<file path="src/i2c_guard_regs.svh">
// Constants of the guarded I2C configuration port: addresses, offsets,
// field positions, CRC and timing figures.
// Assumes inclusion by bare name from every file that needs them.
`ifndef I2C_GUARD_REGS_SVH
`define I2C_GUARD_REGS_SVH

// Slave addresses
`define BASE_ADDR 7'h08
`define CFG_ADDR 7'h08

// Register offsets of the guarded registers and of the challenge and reply registers
`define OFS_ST_OV 8'h10
`define OFS_ST_UV 8'h11
`define OFS_ST_RUN 8'h12
`define OFS_CTRL1 8'h20
`define OFS_VMON_EN 8'h21
`define OFS_CHAL 8'h30
`define OFS_REPLY 8'h31

// Field positions and masks
`define RUN_BIT 0
`define VMON_MASK 8'h0f

// Bit counting
`define BYTE_BITS 4'd8

// CRC-8 figures
`define CRC_POLY 8'h1d
`define CRC_INIT 8'hff

// Challenge generator
`define LFSR_SEED 16'hace1
`define LFSR_TAPS 16'hb400

// Guarded write timeout and clock rate
`define GUARD_TMO_MS 10
`define CLK_HZ 25000000

`endif

</file>
<file path="src/i2c_guard_pkg.sv">
// Types shared by the guarded I2C configuration port.
// Assumes the constants header is compiled alongside.
package i2c_guard_pkg;

   // Bus state machine
   typedef enum logic [2:0] {
      ST_IDLE, ST_ADDR, ST_ACK, ST_RX, ST_TX, ST_TACK
   } i2c_st_t;

   // Register write strobe towards the register file
   typedef struct packed {
      logic valid;
      logic [7:0] addr;
      logic [7:0] data;
   } wr_req_t;

   // Fuse settings
   typedef struct packed {
      logic [2:0] addr_sel;
      logic crc_en;
      logic secure_en;
   } fuse_cfg_t;

   typedef struct packed {
      logic [7:0] crc;
   } crc_state_t;

   typedef struct packed {
      logic [15:0] lfsr;
   } lfsr_state_t;

   // Whole state of the slave
   typedef struct packed {
      i2c_st_t st;
      logic scl_q;
      logic sda_q;
      logic [7:0] sh;
      logic [3:0] bitcnt;
      logic [1:0] idx;
      logic rnw;
      logic nack;
      logic ack_drv;
      logic [7:0] tx;
      logic [7:0] reg_addr;
      logic [7:0] data;
      logic have_data;
      logic have_crc;
      logic crc_ok;
      logic pend;
      logic [7:0] pend_addr;
      logic [7:0] pend_data;
      logic [7:0] chal;
      logic [7:0] reply;
      logic [17:0] tmo;
      logic fault;
      wr_req_t wr;
   } slave_state_t;

endpackage : i2c_guard_pkg

</file>
<file path="src/crc8_acc.sv">
// Running CRC-8 over bytes of one bus transaction.
// Assumes init and feed never come in the same cycle.
`timescale 1ns/1ns
`include "i2c_guard_regs.svh"
module crc8_acc (
   input wire logic ref_clk_i,
   input wire logic arst_n_i,
   input wire logic init_i,
   input wire logic feed_i,
   input wire logic [7:0] byte_i,
   output logic [7:0] crc_o
);
   import i2c_guard_pkg::*;

   crc_state_t s_reg;
   crc_state_t s_next;

   // MSB first, no final inversion
   function automatic logic [7:0] crc_step(input logic [7:0] c,
                                           input logic [7:0] b);
      logic [7:0] x;
      x = c ^ b;
      for (int i = 0; i < 8; i++) begin
         x = x[7] ? ({x[6:0], 1'b0} ^ `CRC_POLY) : {x[6:0], 1'b0};
      end
      return x;
   endfunction : crc_step

   // Init restarts the checksum
   always_comb begin
      s_next = s_reg;
      if (init_i) begin
         s_next.crc = `CRC_INIT;
      end else if (feed_i) begin
         s_next.crc = crc_step(s_reg.crc, byte_i);
      end
   end

   always_ff @(posedge ref_clk_i or negedge arst_n_i) begin
      if (!arst_n_i) begin
         s_reg.crc <= `CRC_INIT;
      end else begin
         s_reg <= s_next;
      end
   end

   assign crc_o = s_reg.crc;

endmodule : crc8_acc

</file>
<file path="src/i2c_guard_slave.sv">
// I2C configuration slave with optional transaction CRC and guarded
// (challenge-response) writes to safety-critical registers.
// Assumes SCL/SDA are already synchronous to ref_clk_i and that the
// register file outside applies wr_o and serves rd_addr_o.
`timescale 1ns/1ns
`include "i2c_guard_regs.svh"
module i2c_guard_slave #(
   parameter int unsigned TMO_CYCLES = `GUARD_TMO_MS * (`CLK_HZ / 1000)
) (
   input wire logic ref_clk_i,
   input wire logic arst_n_i,
   input wire logic scl_i,
   input wire logic sda_i,
   output logic sda_o,
   output logic sda_oe_o,
   input i2c_guard_pkg::fuse_cfg_t fuse_i,
   input wire logic config_mode_pin_i,
   input wire logic power_up_event_i,
   input wire logic ctrl1_secure_i,
   input wire logic crc_irq_mask_i,
   input wire logic crc_fault_clear_i,
   output logic [7:0] rd_addr_o,
   input wire logic [7:0] rd_data_i,
   output i2c_guard_pkg::wr_req_t wr_o,
   output logic crc_fault_o,
   output logic guard_pending_o,
   output logic irq_out_n_o
);
   import i2c_guard_pkg::*;

   slave_state_t s_reg;
   slave_state_t s_next;
   logic rise, fall, start, stop, load;
   logic crc_on, sec_on, prog_mode;
   logic [6:0] my_addr;
   logic [7:0] crc_val, rnd, tx_byte, crc_byte;
   logic crc_init, crc_feed;
   logic commit_bad, guard_go, reply_ok, reply_bad;

   // Safety-critical writes; every control write carries the reset-kind
   // bit, so all control writes go through the challenge
   function automatic logic is_guarded(input logic [7:0] a,
                                       input logic [7:0] d);
      logic g;
      g = 1'b0;
      if (a == `OFS_ST_OV || a == `OFS_ST_UV) begin
         g = |d;
      end else if (a == `OFS_ST_RUN) begin
         g = d[`RUN_BIT];
      end else if (a == `OFS_CTRL1) begin
         g = 1'b1;
      end else if (a == `OFS_VMON_EN) begin
         g = |(~d & `VMON_MASK);
      end
      return g;
   endfunction : is_guarded

   // Challenge and reply live here, the rest outside
   function automatic logic [7:0] rd_pick(input slave_state_t s,
                                          input logic [7:0] ext);
      if (s.reg_addr == `OFS_CHAL) begin
         return s.chal;
      end else if (s.reg_addr == `OFS_REPLY) begin
         return s.reply;
      end
      return ext;
   endfunction : rd_pick

   crc8_acc u_crc (
      .ref_clk_i(ref_clk_i),
      .arst_n_i(arst_n_i),
      .init_i(crc_init),
      .feed_i(crc_feed),
      .byte_i(crc_byte),
      .crc_o(crc_val)
   );

   rand_gen u_rand (
      .ref_clk_i(ref_clk_i),
      .arst_n_i(arst_n_i),
      .rnd_o(rnd)
   );

   // Mode selection from fuses and the config-mode pin
   assign prog_mode = config_mode_pin_i & ~power_up_event_i;
   assign crc_on = fuse_i.crc_en & ~prog_mode;
   assign sec_on = fuse_i.secure_en & ctrl1_secure_i & ~prog_mode;
   assign my_addr = config_mode_pin_i ? `CFG_ADDR
                  : (`BASE_ADDR | {4'h0, fuse_i.addr_sel});

   // Edge detection at the system clock; high speed needs a system
   // clock well above the bus rate, else edges are missed
   assign rise = scl_i & ~s_reg.scl_q;
   assign fall = ~scl_i & s_reg.scl_q;
   assign start = s_reg.scl_q & scl_i & s_reg.sda_q & ~sda_i;
   assign stop = s_reg.scl_q & scl_i & ~s_reg.sda_q & sda_i;

   // Next-state logic of the whole slave
   always_comb begin
      s_next = s_reg;
      crc_init = 1'b0;
      crc_feed = 1'b0;
      crc_byte = s_reg.sh;
      commit_bad = 1'b0;
      guard_go = 1'b0;
      reply_ok = 1'b0;
      reply_bad = 1'b0;
      load = 1'b0;
      tx_byte = rd_pick(s_reg, rd_data_i);
      s_next.scl_q = scl_i;
      s_next.sda_q = sda_i;
      s_next.wr.valid = 1'b0;

      // Pending guarded write expires
      if (s_reg.pend) begin
         if (s_reg.tmo == 18'(TMO_CYCLES - 1)) begin
            s_next.pend = 1'b0;
            s_next.chal = '0;
            s_next.reply = '0;
            s_next.tmo = '0;
         end else begin
            s_next.tmo = s_reg.tmo + 18'h1;
         end
      end

      // Software clear first so a new fault in the same cycle wins
      if (crc_fault_clear_i) begin
         s_next.fault = 1'b0;
      end

      // Commit a complete write at stop or repeated start
      if ((start || stop) && s_reg.have_data) begin
         if (crc_on && !(s_reg.have_crc && s_reg.crc_ok)) begin
            commit_bad = 1'b1;
            s_next.fault = 1'b1;
         end else if (s_reg.pend && s_reg.reg_addr == `OFS_REPLY) begin
            if (s_reg.data == s_reg.chal) begin
               reply_ok = 1'b1;
               s_next.wr = '{1'b1, s_reg.pend_addr, s_reg.pend_data};
            end else begin
               reply_bad = 1'b1;
            end
            s_next.pend = 1'b0;
            s_next.chal = '0;
            s_next.reply = '0;
            s_next.tmo = '0;
         end else if (sec_on && is_guarded(s_reg.reg_addr, s_reg.data)) begin
            guard_go = 1'b1;
            s_next.pend = 1'b1;
            s_next.pend_addr = s_reg.reg_addr;
            s_next.pend_data = s_reg.data;
            s_next.chal = rnd;
            s_next.reply = '0;
            s_next.tmo = '0;
         end else begin
            s_next.pend = 1'b0;
            s_next.chal = '0;
            s_next.reply = '0;
            s_next.tmo = '0;
            // Challenge and reply are never stored through the bus
            if (!(s_reg.reg_addr inside {`OFS_CHAL, `OFS_REPLY})) begin
               s_next.wr = '{1'b1, s_reg.reg_addr, s_reg.data};
            end
         end
      end

      if (start) begin
         // Any partial byte is simply dropped here
         s_next.st = ST_ADDR;
         s_next.bitcnt = '0;
         s_next.idx = '0;
         s_next.have_data = 1'b0;
         s_next.have_crc = 1'b0;
         s_next.ack_drv = 1'b0;
         crc_init = 1'b1;
      end else if (stop) begin
         s_next.st = ST_IDLE;
         s_next.ack_drv = 1'b0;
         s_next.have_data = 1'b0;
      end else begin
         unique case (s_reg.st)
            ST_IDLE: begin
            end
            ST_ADDR, ST_RX: begin
               if (rise) begin
                  s_next.sh = {s_reg.sh[6:0], sda_i};
                  s_next.bitcnt = s_reg.bitcnt + 4'h1;
               end else if (fall && s_reg.bitcnt == `BYTE_BITS) begin
                  // Only a whole byte is taken and acknowledged
                  s_next.bitcnt = '0;
                  if (s_reg.st == ST_ADDR) begin
                     if (s_reg.sh[7:1] == my_addr) begin
                        s_next.ack_drv = 1'b1;
                        s_next.rnw = s_reg.sh[0];
                        s_next.st = ST_ACK;
                        crc_feed = 1'b1;
                     end else begin
                        s_next.st = ST_IDLE;
                     end
                  end else begin
                     s_next.ack_drv = 1'b1;
                     s_next.st = ST_ACK;
                     if (s_reg.idx == 2'd0) begin
                        s_next.reg_addr = s_reg.sh;
                        crc_feed = 1'b1;
                     end else if (s_reg.idx == 2'd1) begin
                        s_next.data = s_reg.sh;
                        s_next.have_data = 1'b1;
                        crc_feed = 1'b1;
                     end else if (s_reg.idx == 2'd2) begin
                        s_next.have_crc = 1'b1;
                        s_next.crc_ok = (crc_val == s_reg.sh);
                     end
                     if (s_reg.idx != 2'd3) begin
                        s_next.idx = s_reg.idx + 2'd1;
                     end
                  end
               end
            end
            ST_ACK: begin
               if (fall) begin
                  s_next.ack_drv = 1'b0;
                  if (s_reg.rnw) begin
                     load = 1'b1;
                  end else begin
                     s_next.st = ST_RX;
                  end
               end
            end
            ST_TX: begin
               if (fall) begin
                  if (s_reg.bitcnt == `BYTE_BITS) begin
                     s_next.ack_drv = 1'b0;
                     s_next.st = ST_TACK;
                  end else begin
                     s_next.ack_drv = ~s_reg.tx[7];
                     s_next.tx = {s_reg.tx[6:0], 1'b0};
                     s_next.bitcnt = s_reg.bitcnt + 4'h1;
                  end
               end
            end
            ST_TACK: begin
               if (rise) begin
                  s_next.nack = sda_i;
               end else if (fall) begin
                  if (s_reg.nack) begin
                     s_next.st = ST_IDLE;
                  end else begin
                     load = 1'b1;
                  end
               end
            end
            default: begin
               s_next.st = ST_IDLE;
            end
         endcase
      end

      // Load a read byte and drive its first bit; CRC follows the data
      if (load) begin
         if (crc_on && s_reg.idx == 2'd1) begin
            tx_byte = crc_val;
            s_next.idx = 2'd2;
         end else begin
            crc_byte = tx_byte;
            crc_feed = 1'b1;
            s_next.idx = 2'd1;
         end
         s_next.ack_drv = ~tx_byte[7];
         s_next.tx = {tx_byte[6:0], 1'b0};
         s_next.bitcnt = 4'h1;
         s_next.st = ST_TX;
      end
   end

   always_ff @(posedge ref_clk_i or negedge arst_n_i) begin
      if (!arst_n_i) begin
         s_reg <= '0;
      end else begin
         s_reg <= s_next;
      end
   end

   // Open-drain SDA: only ever pulls low
   assign sda_o = 1'b0;
   assign sda_oe_o = s_reg.ack_drv;
   assign rd_addr_o = s_reg.reg_addr;
   assign wr_o = s_reg.wr;
   assign crc_fault_o = s_reg.fault;
   assign guard_pending_o = s_reg.pend;
   assign irq_out_n_o = ~(s_reg.fault & ~crc_irq_mask_i);
endmodule : i2c_guard_slave

</file>
<file path="src/rand_gen.sv">
// Free-running pseudo-random source for the challenge byte.
// Assumes the byte is sampled at an unpredictable moment by the slave.
`timescale 1ns/1ns
`include "i2c_guard_regs.svh"
module rand_gen (
   input wire logic ref_clk_i,
   input wire logic arst_n_i,
   output logic [7:0] rnd_o
);
   import i2c_guard_pkg::*;

   lfsr_state_t s_reg;
   lfsr_state_t s_next;

   // Galois shift; never reaches all-zero from a nonzero seed
   always_comb begin
      s_next.lfsr = {1'b0, s_reg.lfsr[15:1]};
      if (s_reg.lfsr[0]) begin
         s_next.lfsr = s_next.lfsr ^ `LFSR_TAPS;
      end
   end

   always_ff @(posedge ref_clk_i or negedge arst_n_i) begin
      if (!arst_n_i) begin
         s_reg.lfsr <= `LFSR_SEED;
      end else begin
         s_reg <= s_next;
      end
   end

   assign rnd_o = s_reg.lfsr[7:0];

endmodule : rand_gen

</file>
<file path="config.mk">
export PLATFORM = sky130hd
export DESIGN_NAME = i2c_guard_slave
export DESIGN_NICKNAME = d
export VERILOG_FILES = /design/src/i2c_guard_pkg.sv /design/src/crc8_acc.sv /design/src/i2c_guard_slave.sv /design/src/rand_gen.sv
export VERILOG_INCLUDE_DIRS = /design/src
export SDC_FILE = /design/constraint.sdc
export NUM_CORES = 1
export LEC_CHECK = 0
export CORE_MARGIN = 2
export CORE_UTILIZATION = 46
export CTS_CLUSTER_SIZE = 28
export DETAILED_ROUTE_END_ITERATION = 8
export DONT_BUFFER_PORTS = 1
export PLACE_DENSITY = 0.74
export SETUP_SLACK_MARGIN = 0.2
export SYNTH_ARGS = -nofsm -noshare
export SYNTH_HDL_FRONTEND = slang
export SYNTH_SLANG_ARGS = --single-unit
</file>
<file path="constraint.sdc">
create_clock -name ref_clk_i -period 2.6 [get_ports ref_clk_i]
set_clock_uncertainty 0.05 [all_clocks]
set_input_delay 0.26 -clock ref_clk_i [delete_from_list [all_inputs] [get_ports ref_clk_i]]
set_output_delay 0.26 -clock ref_clk_i [all_outputs]
set_load 0.1 [all_outputs]
</file>
* After elaboration in Yosys (flattened, before gate mapping)
Index checks and enable logic that the tools add are counted.
** Storage, ports and cells
- Register bits after elaboration :: 142
- Logic and storage cells :: 294
** Operators by class
- Bitwise operators :: 41
- Reductions and logical operators :: 45
- Add/subtract/negate cells :: 3
- Mux-type cells :: 127
- Eq/ne operators :: 51
** Operators by type and width (count)
- $mux W8 :: 13
- $mux W34 :: 3
- $mux W17 :: 5
- $mux W19 :: 4
- $mux W69 :: 1
- $mux W16 :: 4
- $mux W51 :: 1
- $ne A5 B5 Y1 const B :: 10
- $mux W24 :: 2
- $mux W3 :: 16
- $mux W1 :: 47
- $mux W5 :: 8
- $not A4 Y4 :: 9
- $eq A8 B6 Y1 const B :: 4
- $mux W9 :: 3
- $eq A8 B5 Y1 const B :: 3
- $add A18 B1 Y18 const B :: 1
- $eq A18 B18 Y1 const B :: 1
- $mux W18 :: 1
- $not A1 Y1 :: 18
- $reduce_and A6 Y1 :: 3
- $reduce_bool A3 Y1 :: 6
- $eq A8 B8 Y1 :: 2
- $mux W2 :: 8
- 44 further kinds :: 94

* Depth between registers and ports, before layout
Gate-level depths: netlist of the first run.
- Word-level depth :: 27
- Gate-level depth with buffers :: 11

* Cells and area by module
Synthesis of the first run repeated with hierarchy kept, for this count alone.
** Unflattened totals
- Cell total of the unflattened synthesis :: 657
- Area total of the unflattened synthesis :: 7290.7 um^2
** Modules (own cells, without submodules)
- i2c_guard_slave :: cells each 581, times used 1, area an instance 6194.7 um^2
- crc8_acc :: cells each 49, times used 1, area an instance 599.3 um^2
- rand_gen :: cells each 27, times used 1, area an instance 496.7 um^2

* Worst setup path after synthesis of the first run
OpenSTA, ideal clock, no wires.
- Path type :: flip-flop to flip-flop
- Start :: register s_reg (netlist bit rd_addr_o[3])
- End :: register u_crc.s_reg (netlist bit u_crc.crc_o[0])
- Data required time :: 2477 ps
- Data arrival time :: 2439 ps
- Period minus slack after synthesis :: 2562 ps
- Setup slack :: 38 ps
- Cell stages (with the launch flop) :: 9
- Path through :: dfrtp_1 > or4_4 > a2111oi_4 > nor4_4 > a21oi_2 > xnor2_2 > xnor3_2 > xor2_1 > a21oi_1
** Between the ends
- Word-level cells in the longest chain between the ends :: 17
** Ends and longest elaborated chain
- start: declaration :: line i2c_guard_slave.sv:31 : slave_state_t s_reg;
- start signal: assignment :: line i2c_guard_slave.sv:280 : s_reg <= s_next;
- $eq A8 B6 Y1
- $mux W1 :: line i2c_guard_slave.sv:63 : end else if (s.reg_addr == `OFS_REPLY) begin
- $mux W1 :: line i2c_guard_slave.sv:61 : if (s.reg_addr == `OFS_CHAL) begin
- $mux W8 * :: line i2c_guard_slave.sv:66 : return ext;
- $mux W8 * :: line i2c_guard_slave.sv:261 : if (crc_on && s_reg.idx == 2'd1) begin
- $mux W8 * :: line i2c_guard_slave.sv:260 : if (load) begin
- $xor A8 B8 Y8 * :: line crc8_acc.sv:22 : x = c ^ b;
- $mux W5 :: line crc8_acc.sv:24 : x = x[7] ? ({x[6:0], 1'b0} ^ `CRC_POLY) : {x[6:0], 1'b0};
- $not A4 Y4 (no line)
- $mux W5 :: line crc8_acc.sv:24
- $not A4 Y4 (no line)
- $mux W5 :: line crc8_acc.sv:24
- $not A4 Y4 (no line)
- $mux W5 * (2 in series) :: line crc8_acc.sv:24
- $mux W8 * :: line crc8_acc.sv:34 : end else if (feed_i) begin
- $mux W8 * :: line crc8_acc.sv:32 : if (init_i) begin
- end signal: assignment :: line crc8_acc.sv:43 : s_reg <= s_next;
- end: declaration :: line crc8_acc.sv:15 : crc_state_t s_reg;
Every way passes the cells marked *; elsewhere a longest branch is shown, timed or not. The select of a mux whose other input is x is not followed.
A chain may end at the register's enable or synchronous reset.

* Worst setup path in the final report of the first run
- Start :: register s_reg[117] (netlist name)
- End :: register u_crc.s_reg (netlist bit u_crc.crc_o[2])
** Between the ends
- Word-level cells in the longest chain between the ends :: 16
** Ends and longest elaborated chain
- $eq A3 B3 Y1 or $eq A3 B2 Y1 (tied branches) :: line i2c_guard_slave.sv:181 : unique case (s_reg.st)
- $pmux W1 S2 :: line i2c_guard_slave.sv:181
- $mux W1 :: line i2c_guard_slave.sv:176 : end else if (stop) begin
- $mux W1 :: line i2c_guard_slave.sv:167 : if (start) begin
- $mux W8 :: line i2c_guard_slave.sv:260
- $xor A8 B8 Y8 :: line crc8_acc.sv:22
- $mux W5 or $not A4 Y4 (tied branches)
- $not A4 Y4 (no line) or $mux W5 (tied branches)
- $mux W5 or $not A4 Y4 (tied branches)
- $not A4 Y4 (no line) or $mux W5 (tied branches)
- $mux W5 :: line crc8_acc.sv:24
- $not A4 Y4 (no line) or $mux W5 (tied branches)
- $mux W5 or $not A4 Y4 (tied branches)
- $mux W5 :: line crc8_acc.sv:24
- $mux W8 :: line crc8_acc.sv:34
- $mux W8 :: line crc8_acc.sv:32
Parallel ways exist; a longest one is shown, timed or not. The select of a mux whose other input is x is not followed.

==> impl_metrics.ini, run 1 <==
[outcome]
status = finished with violations
violations = hold timing

[clock_network]
clockRootBuffer = clkbuf_16
cts-buffers-inserted = 17
clock_sinks = 141
postCtsHoldBufs = 3
h-tree-depth = 4
clock_path_buffers = 2
clk_pin_slew_ns = 0.06
cts_tree = yes
insertion_delay_ns = 0.43

[critical_path]
crit_type = reg2reg
crit_path_end_kind = flop
critical-path-top-delay-family = XOR/XNOR gates
crit_path_max_fanout = 8
crit_path_cell_trace = and4bb_2, o21ai_4, or2_4, buf_4, a21oi_2, xnor2_2, xnor3_2, xnor2_1, a21oi_1
critPathLaunchType = flop
cp_slowest_cell = dfrtp_1
crit_buf_inv = 1
cp_data_required_time_ns = 2.90
cp_data_arrival_time_ns = 2.88
slowest_delay_ns = 0.42

[place]
gp_congestion = 0.9299
io_buffers = 0
post-place-ws_ns = -0.005408
dp_hpwl_um = 11320

[yosys]
synth_area_mm2 = 0.007113
ys.warnings.count = 0
ys_ff_latch = 141
syn-num-nets = 693
avgSynthCellArea_um2 = 10.73
synth_async_sr_flop_share_pct = 100.0
synth_cells = 663
synth_edf_count = 0
ys_seq_area_share_pct = 49.89
synth_cell_type_count = 66
ys.flop_type = dfrtp_1

[global_route]
grt_pass1_wl_um = 27540
grt_overflow = 0
grt_antenna_before_repair = 0
grt_pass1_vias = 5264
grt.total_usage_pct = 21.31
grt_max_degree = 142

[route]
vias_per_cell = 5.797
dr.pass1.iters = 5
drc = 0
drtIter0Drc = 585
via_count = 5281
post_drt_wl_per_cell_um = 19.09
finalWirelength_um = 17390
drtAntennaViolNets = 0

[cells_and_area]
layout_common_cells = dfrtp_1 (122), buf_4 (72), nor2_1 (62), a21oi_1 (51), nand2_1 (43)
drive_above_1_share_pct = 29.74
nets = 740
largest_reg_flops = 89
final_common_cell = dfrtp_1
diodes = 0
syn2layout_area_growth_pct = 20.18

[timing]
fmax_mhz = 388.3
holdWs_ns = -0.5165
finalWorstSetupSlack_ns = 0.02468
slew-limit-headroom_pct = 32.96
fin_crit_ns = 2.575
rsz0062_at_grt = yes
setup_viol = 0
fin_crit_sh_pct = 99.05
tightestPinTransition_ns = 1.006
hold_viol = 141
slew_violations = 0

[die]
core_area_mm2 = 0.01515
rows = 45
dieArea_mm2 = 0.01647
start_util_pct = 46.96
fp.dieW_um = 128.4
die-height_um = 128.4
ioPinCount = 52

[power_and_ir_drop]
powerDensity_mw_per_mm2 = 976.7
power_w = 0.008349
leakage_nw = 3.868
ir_drop_v = 0.0005649

[flow_run]
drv_cap = 0

[worst_hold_path]
hp-class = in2async
## path summary, 6_finish.rpt
check | startpoint | cells after the start | slack [ns] | to
worst max-delay path | s_reg[117] | 9 | 0.02 | u_crc.crc_o[2]
worst min-delay path | arst_n_i | 0 | -0.52 | s_reg[67]
worst max register to register | s_reg[117] | 9 | 0.02 | u_crc.crc_o[2]
worst min register to register | u_rand.s_reg[9] | 0 | 0.30 | u_rand.s_reg[8]
max in group asynchronous | arst_n_i | 0 | 2.73 | u_rand.s_reg[15]
min in group ref_clk_i | fuse_i[1] | 2 | 0.02 | crc_fault_o
## final cells by class
| type | instances | area, µm² |
|---|---|---|
| Clock buffer | 21 | 480.5 |
| Inverter | 12 | 45.04 |
| Multi-Input combinational cell | 458 | 3413 |
| Fill cell | 1171 | 6598 |
| Tap cell | 188 | 235.2 |
| Timing Repair Buffer | 80 | 635.6 |
| Sequential cell | 141 | 3552 |
| Clock inverter | 11 | 186.4 |
## metal layers
layer,vias to the layer above,part of all wire [%],GRT usage (%)
li1,2409,-,-
met1,2631,43,27.88
met2,190,48,34.39
met3,51,6.4,5.364
met4,0,3.0,8.080
met5,-,0,0
## timing repair
item,in CTS,in global routing
pin swaps,10,14
gates resized for setup,16,20
buffers inserted,12,12
endpoints found under the setup margin,19,34
hold endpoints to repair,146,141
## cells by family after synthesis
group,Yosys count,share of synthesized area (%)
and+or+nand+nor,197,14.39
AOI/OAI and AO/OA,148,13.88
DFF,141,49.89
buffers and inverters,64,5.101
xor gates and xnor gates,60,8.496
muxes,44,6.790
adders and majority gates,8,1.407
other,1,0.05272
## worst reg2reg max path: cells and delay by family, from the launching register on
family	cells	cell delay (ns)
buffers and inverters	1	0.17
AO/OA/AOI/OAI	3	0.46
flip-flops	1	0.42
AND/OR/NAND/NOR	2	0.69
XOR/XNOR	3	0.72
## power by group
part	total, W	switching, W	internal (W)
clock	0.00271	0.000911	0.00180
combinational	0.00275	0.00135	0.00140
sequential	0.00289	0.000409	0.00248
## cell usage after synthesis (5+ instances only)
master    instances  area, µm²
buf_4            27      202.7
inv_1            12      45.04
ha_1              8      100.1
nor3_1            9      45.04
mux2_2           34      382.9
a221oi_1          6      52.55
nand3_1          13      65.06
nor2b_1          11      68.82
nor2_1           64      240.2
xnor2_2           5      81.33
dfstp_2          16      420.4
nand2b_1          6      37.54
and3_1            8      50.05
and2_1           11      68.82
a22o_1            8      70.07
o21ai_0          29      145.1
a21oi_1          58      290.3
xor2_1           27      236.5
mux2i_1          10      100.1
nand4_1           9      56.30
xnor2_1          25      219.0
a22oi_1          13      97.59
nand2_1          43      161.4
dfrtp_1         125       3128
clkbuf_1         17      63.81
## per-stage QoR
| step | hold WS [ns] | instances | cell area (µm²) | utilization, % | setup TNS (ns) |
|---|---|---|---|---|---|
| after floorplan | -0.08559 | 663 | 7128 | - | 0 |
| after global placement | -0.08025 | 852 | 7463 | 49.28 | 0 |
| after detailed placement | -0.08213 | 852 | 7463 | 49.28 | -0.005408 |
| after CTS | -0.5330 | 899 | 8333 | 55.02 | 0 |
| after global routing | -0.5297 | 911 | 8548 | 56.44 | -0.04925 |
| final | -0.5165 | 911 | 8548 | 56.44 | 0 |
Power figures use the tool's default switching activity.
==> run 2: changes to the inputs <==
--- a/config.mk
+++ b/config.mk
@@ -8,10 +8,12 @@
 export LEC_CHECK = 0
 export CORE_MARGIN = 2
 export CORE_UTILIZATION = 46
+export CTS_BUF_LIST = sky130_fd_sc_hd__clkbuf_8
 export CTS_CLUSTER_SIZE = 28
 export DETAILED_ROUTE_END_ITERATION = 8
 export DONT_BUFFER_PORTS = 1
 export PLACE_DENSITY = 0.74
+export RECOVER_POWER = 25
 export SETUP_SLACK_MARGIN = 0.2
 export SYNTH_ARGS = -nofsm -noshare
 export SYNTH_HDL_FRONTEND = slang
==> run 2 against run 1 <==
Net effect: the flow still finishes with violations (hold timing); wire length grew 0.90%; critical path depth rose by 1; power is 3.5% lower; core utilization fell by 0.074 points; hold slack worse by 0.042 ns; die area is the same; largest cell class unchanged; largest power group is now combinational logic.
==> impl_metrics.ini, run 2 (synthesis gave the netlist of run 1 again) <==
[timing]
tightestPinTransition_ns = 0.9967
fin_crit_ns = 2.573
fin_crit_sh_pct = 98.97
slew_violations = 0
finalSetupTns_ns = 0
setup_viol = 0
rsz0062_at_grt = yes
holdWs_ns = -0.5589
hold_viol = 141
fmax_mhz = 388.6
slew-limit-headroom_pct = 33.56

[power_and_ir_drop]
power.switching_w = 0.002716
power_w = 0.008060
share_comb_of_total_power_pct = 38.8
seq_power_share_pct = 35.6
p_clk_share_pct = 25.7
switching_share_pct = 33.70
ir_drop_v = 0.0004977
powerDensity_mw_per_mm2 = 944.1
leakage_nw = 3.883
cellInternalPower_w = 0.005344

[worst_hold_path]
hp-class = in2async

[die]
ioPinCount = 52
die-height_um = 128.4
core_area_mm2 = 0.01515
fp.dieW_um = 128.4
start_util_pct = 46.96
dieArea_mm2 = 0.01647
rows = 45

[cells_and_area]
multiInputGateArea_mm2 = 0.003430
register_area_mm2 = 0.003555
drive_above_1_share_pct = 31.66
largest_reg_flops = 89
syn2layout_area_growth_pct = 20.02
layout_common_cells = dfrtp_1 (122), buf_4 (80), nor2_1 (62), a21oi_1 (47), nand2_1 (43)
diodes = 0
design_area_mm2 = 0.008537
nFillCells = 1176
nets = 756
final_common_cell = dfrtp_1

[route]
finalWirelength_um = 17550
drtAntennaViolNets = 0
post_drt_wl_per_cell_um = 18.93
dr.pass1.iters = 5
drtIter0Drc = 539
drc = 0
vias_per_cell = 5.755
via_count = 5335

[critical_path]
crit_path_cell_trace = or4_4, nor2_8, buf_4, a21oi_1, mux2i_1, xnor2_2, buf_4, xnor2_4, xor2_1, a21oi_1
cp_slowest_cell = or4_4
critical-path-top-delay-family = simple AND/OR/NAND/NOR gates
crit_path_end_kind = flop
cp_data_required_time_ns = 2.93
slowest_delay_ns = 0.58
crit_type = reg2reg
critPathLaunchType = flop
cp_data_arrival_time_ns = 2.91
crit_buf_inv = 2
crit_path_max_fanout = 5

[flow_run]
drv_cap = 0

[global_route]
grt_pass1_vias = 5223
grt_antenna_before_repair = 0
grt_overflow = 0
grt_max_degree = 142
grt_pass1_wl_um = 27240
grt.total_usage_pct = 21.23

[clock_network]
clock_sinks = 141
clk_pin_slew_ns = 0.08
h-tree-depth = 4
postCtsHoldBufs = 4
insertion_delay_ns = 0.46
cts-buffers-inserted = 17
clock_path_buffers = 2
clockRootBuffer = clkbuf_8
cts_tree = yes

[place]
dp_hpwl_um = 11320
io_buffers = 0
dpl-instance-area_mm2 = 0.007463
gp_congestion = 0.9299

[outcome]
status = finished with violations
violations = hold timing
## run 2: through the flow
step | cells | worst slack [ns] | hold slack [ns] | util [%]
finish | 927 | 0.02682 | -0.5589 | 56.37
global route | 927 | -0.06515 | -0.5822 | 56.37
CTS | 903 | 0.08382 | -0.5785 | 53.91
detailed placement | 852 | -0.005408 | -0.08213 | 49.28
global placement | 852 | 0.08421 | -0.08025 | 49.28
floorplan | 663 | 0.1205 | -0.08559 | -
## run 2: area by class of cell
type	instances	area share (%)
Clock inverter	11	2.184
Tap cell	188	2.755
Inverter	12	0.5276
Multi-Input combinational cell	458	40.17
Timing Repair Buffer	96	9.336
Sequential cell	141	41.64
Clock buffer	21	3.386
## run 2: worst paths after layout
kind                                    end  cells past startpoint       startpoint  slack, ns
max                          u_crc.crc_o[5]                     10     rd_addr_o[6]       0.03
min                              s_reg[109]                      0         arst_n_i      -0.56
max reg2reg                  u_crc.crc_o[5]                     10     rd_addr_o[6]       0.03
min reg2reg                 u_rand.s_reg[8]                      0  u_rand.s_reg[9]       0.30
max in group asynchronous  u_rand.s_reg[11]                      0         arst_n_i       2.81
min in group ref_clk_i            s_reg[71]                      3            scl_i       0.03
## run 2: metal layers
layer | global-route usage, % | wire length (µm)
met1 | 27.60 | 7405
met4 | 8.985 | 531
met5 | 0 | 0
met3 | 5.780 | 1103
met2 | 33.67 | 8506
## run 2: power by group through the flow
stage	Combinational (W)	Clock, W	Sequential, W
floorplan	0.00186	0	0.00277
CTS	0.00245	0.00210	0.00285
global placement	0.00223	0	0.00287
detailed placement	0.00227	0	0.00288
finish	0.00312	0.00207	0.00287
global route	0.00335	0.00220	0.00289
## run 2: timing repair
action,in CTS,in global routing
gates cloned,0,0
pin swaps,15,31
endpoints found under the hold margin,147,141
resized for setup,14,33
setup buffers,15,24
endpoints found under the setup margin,19,33
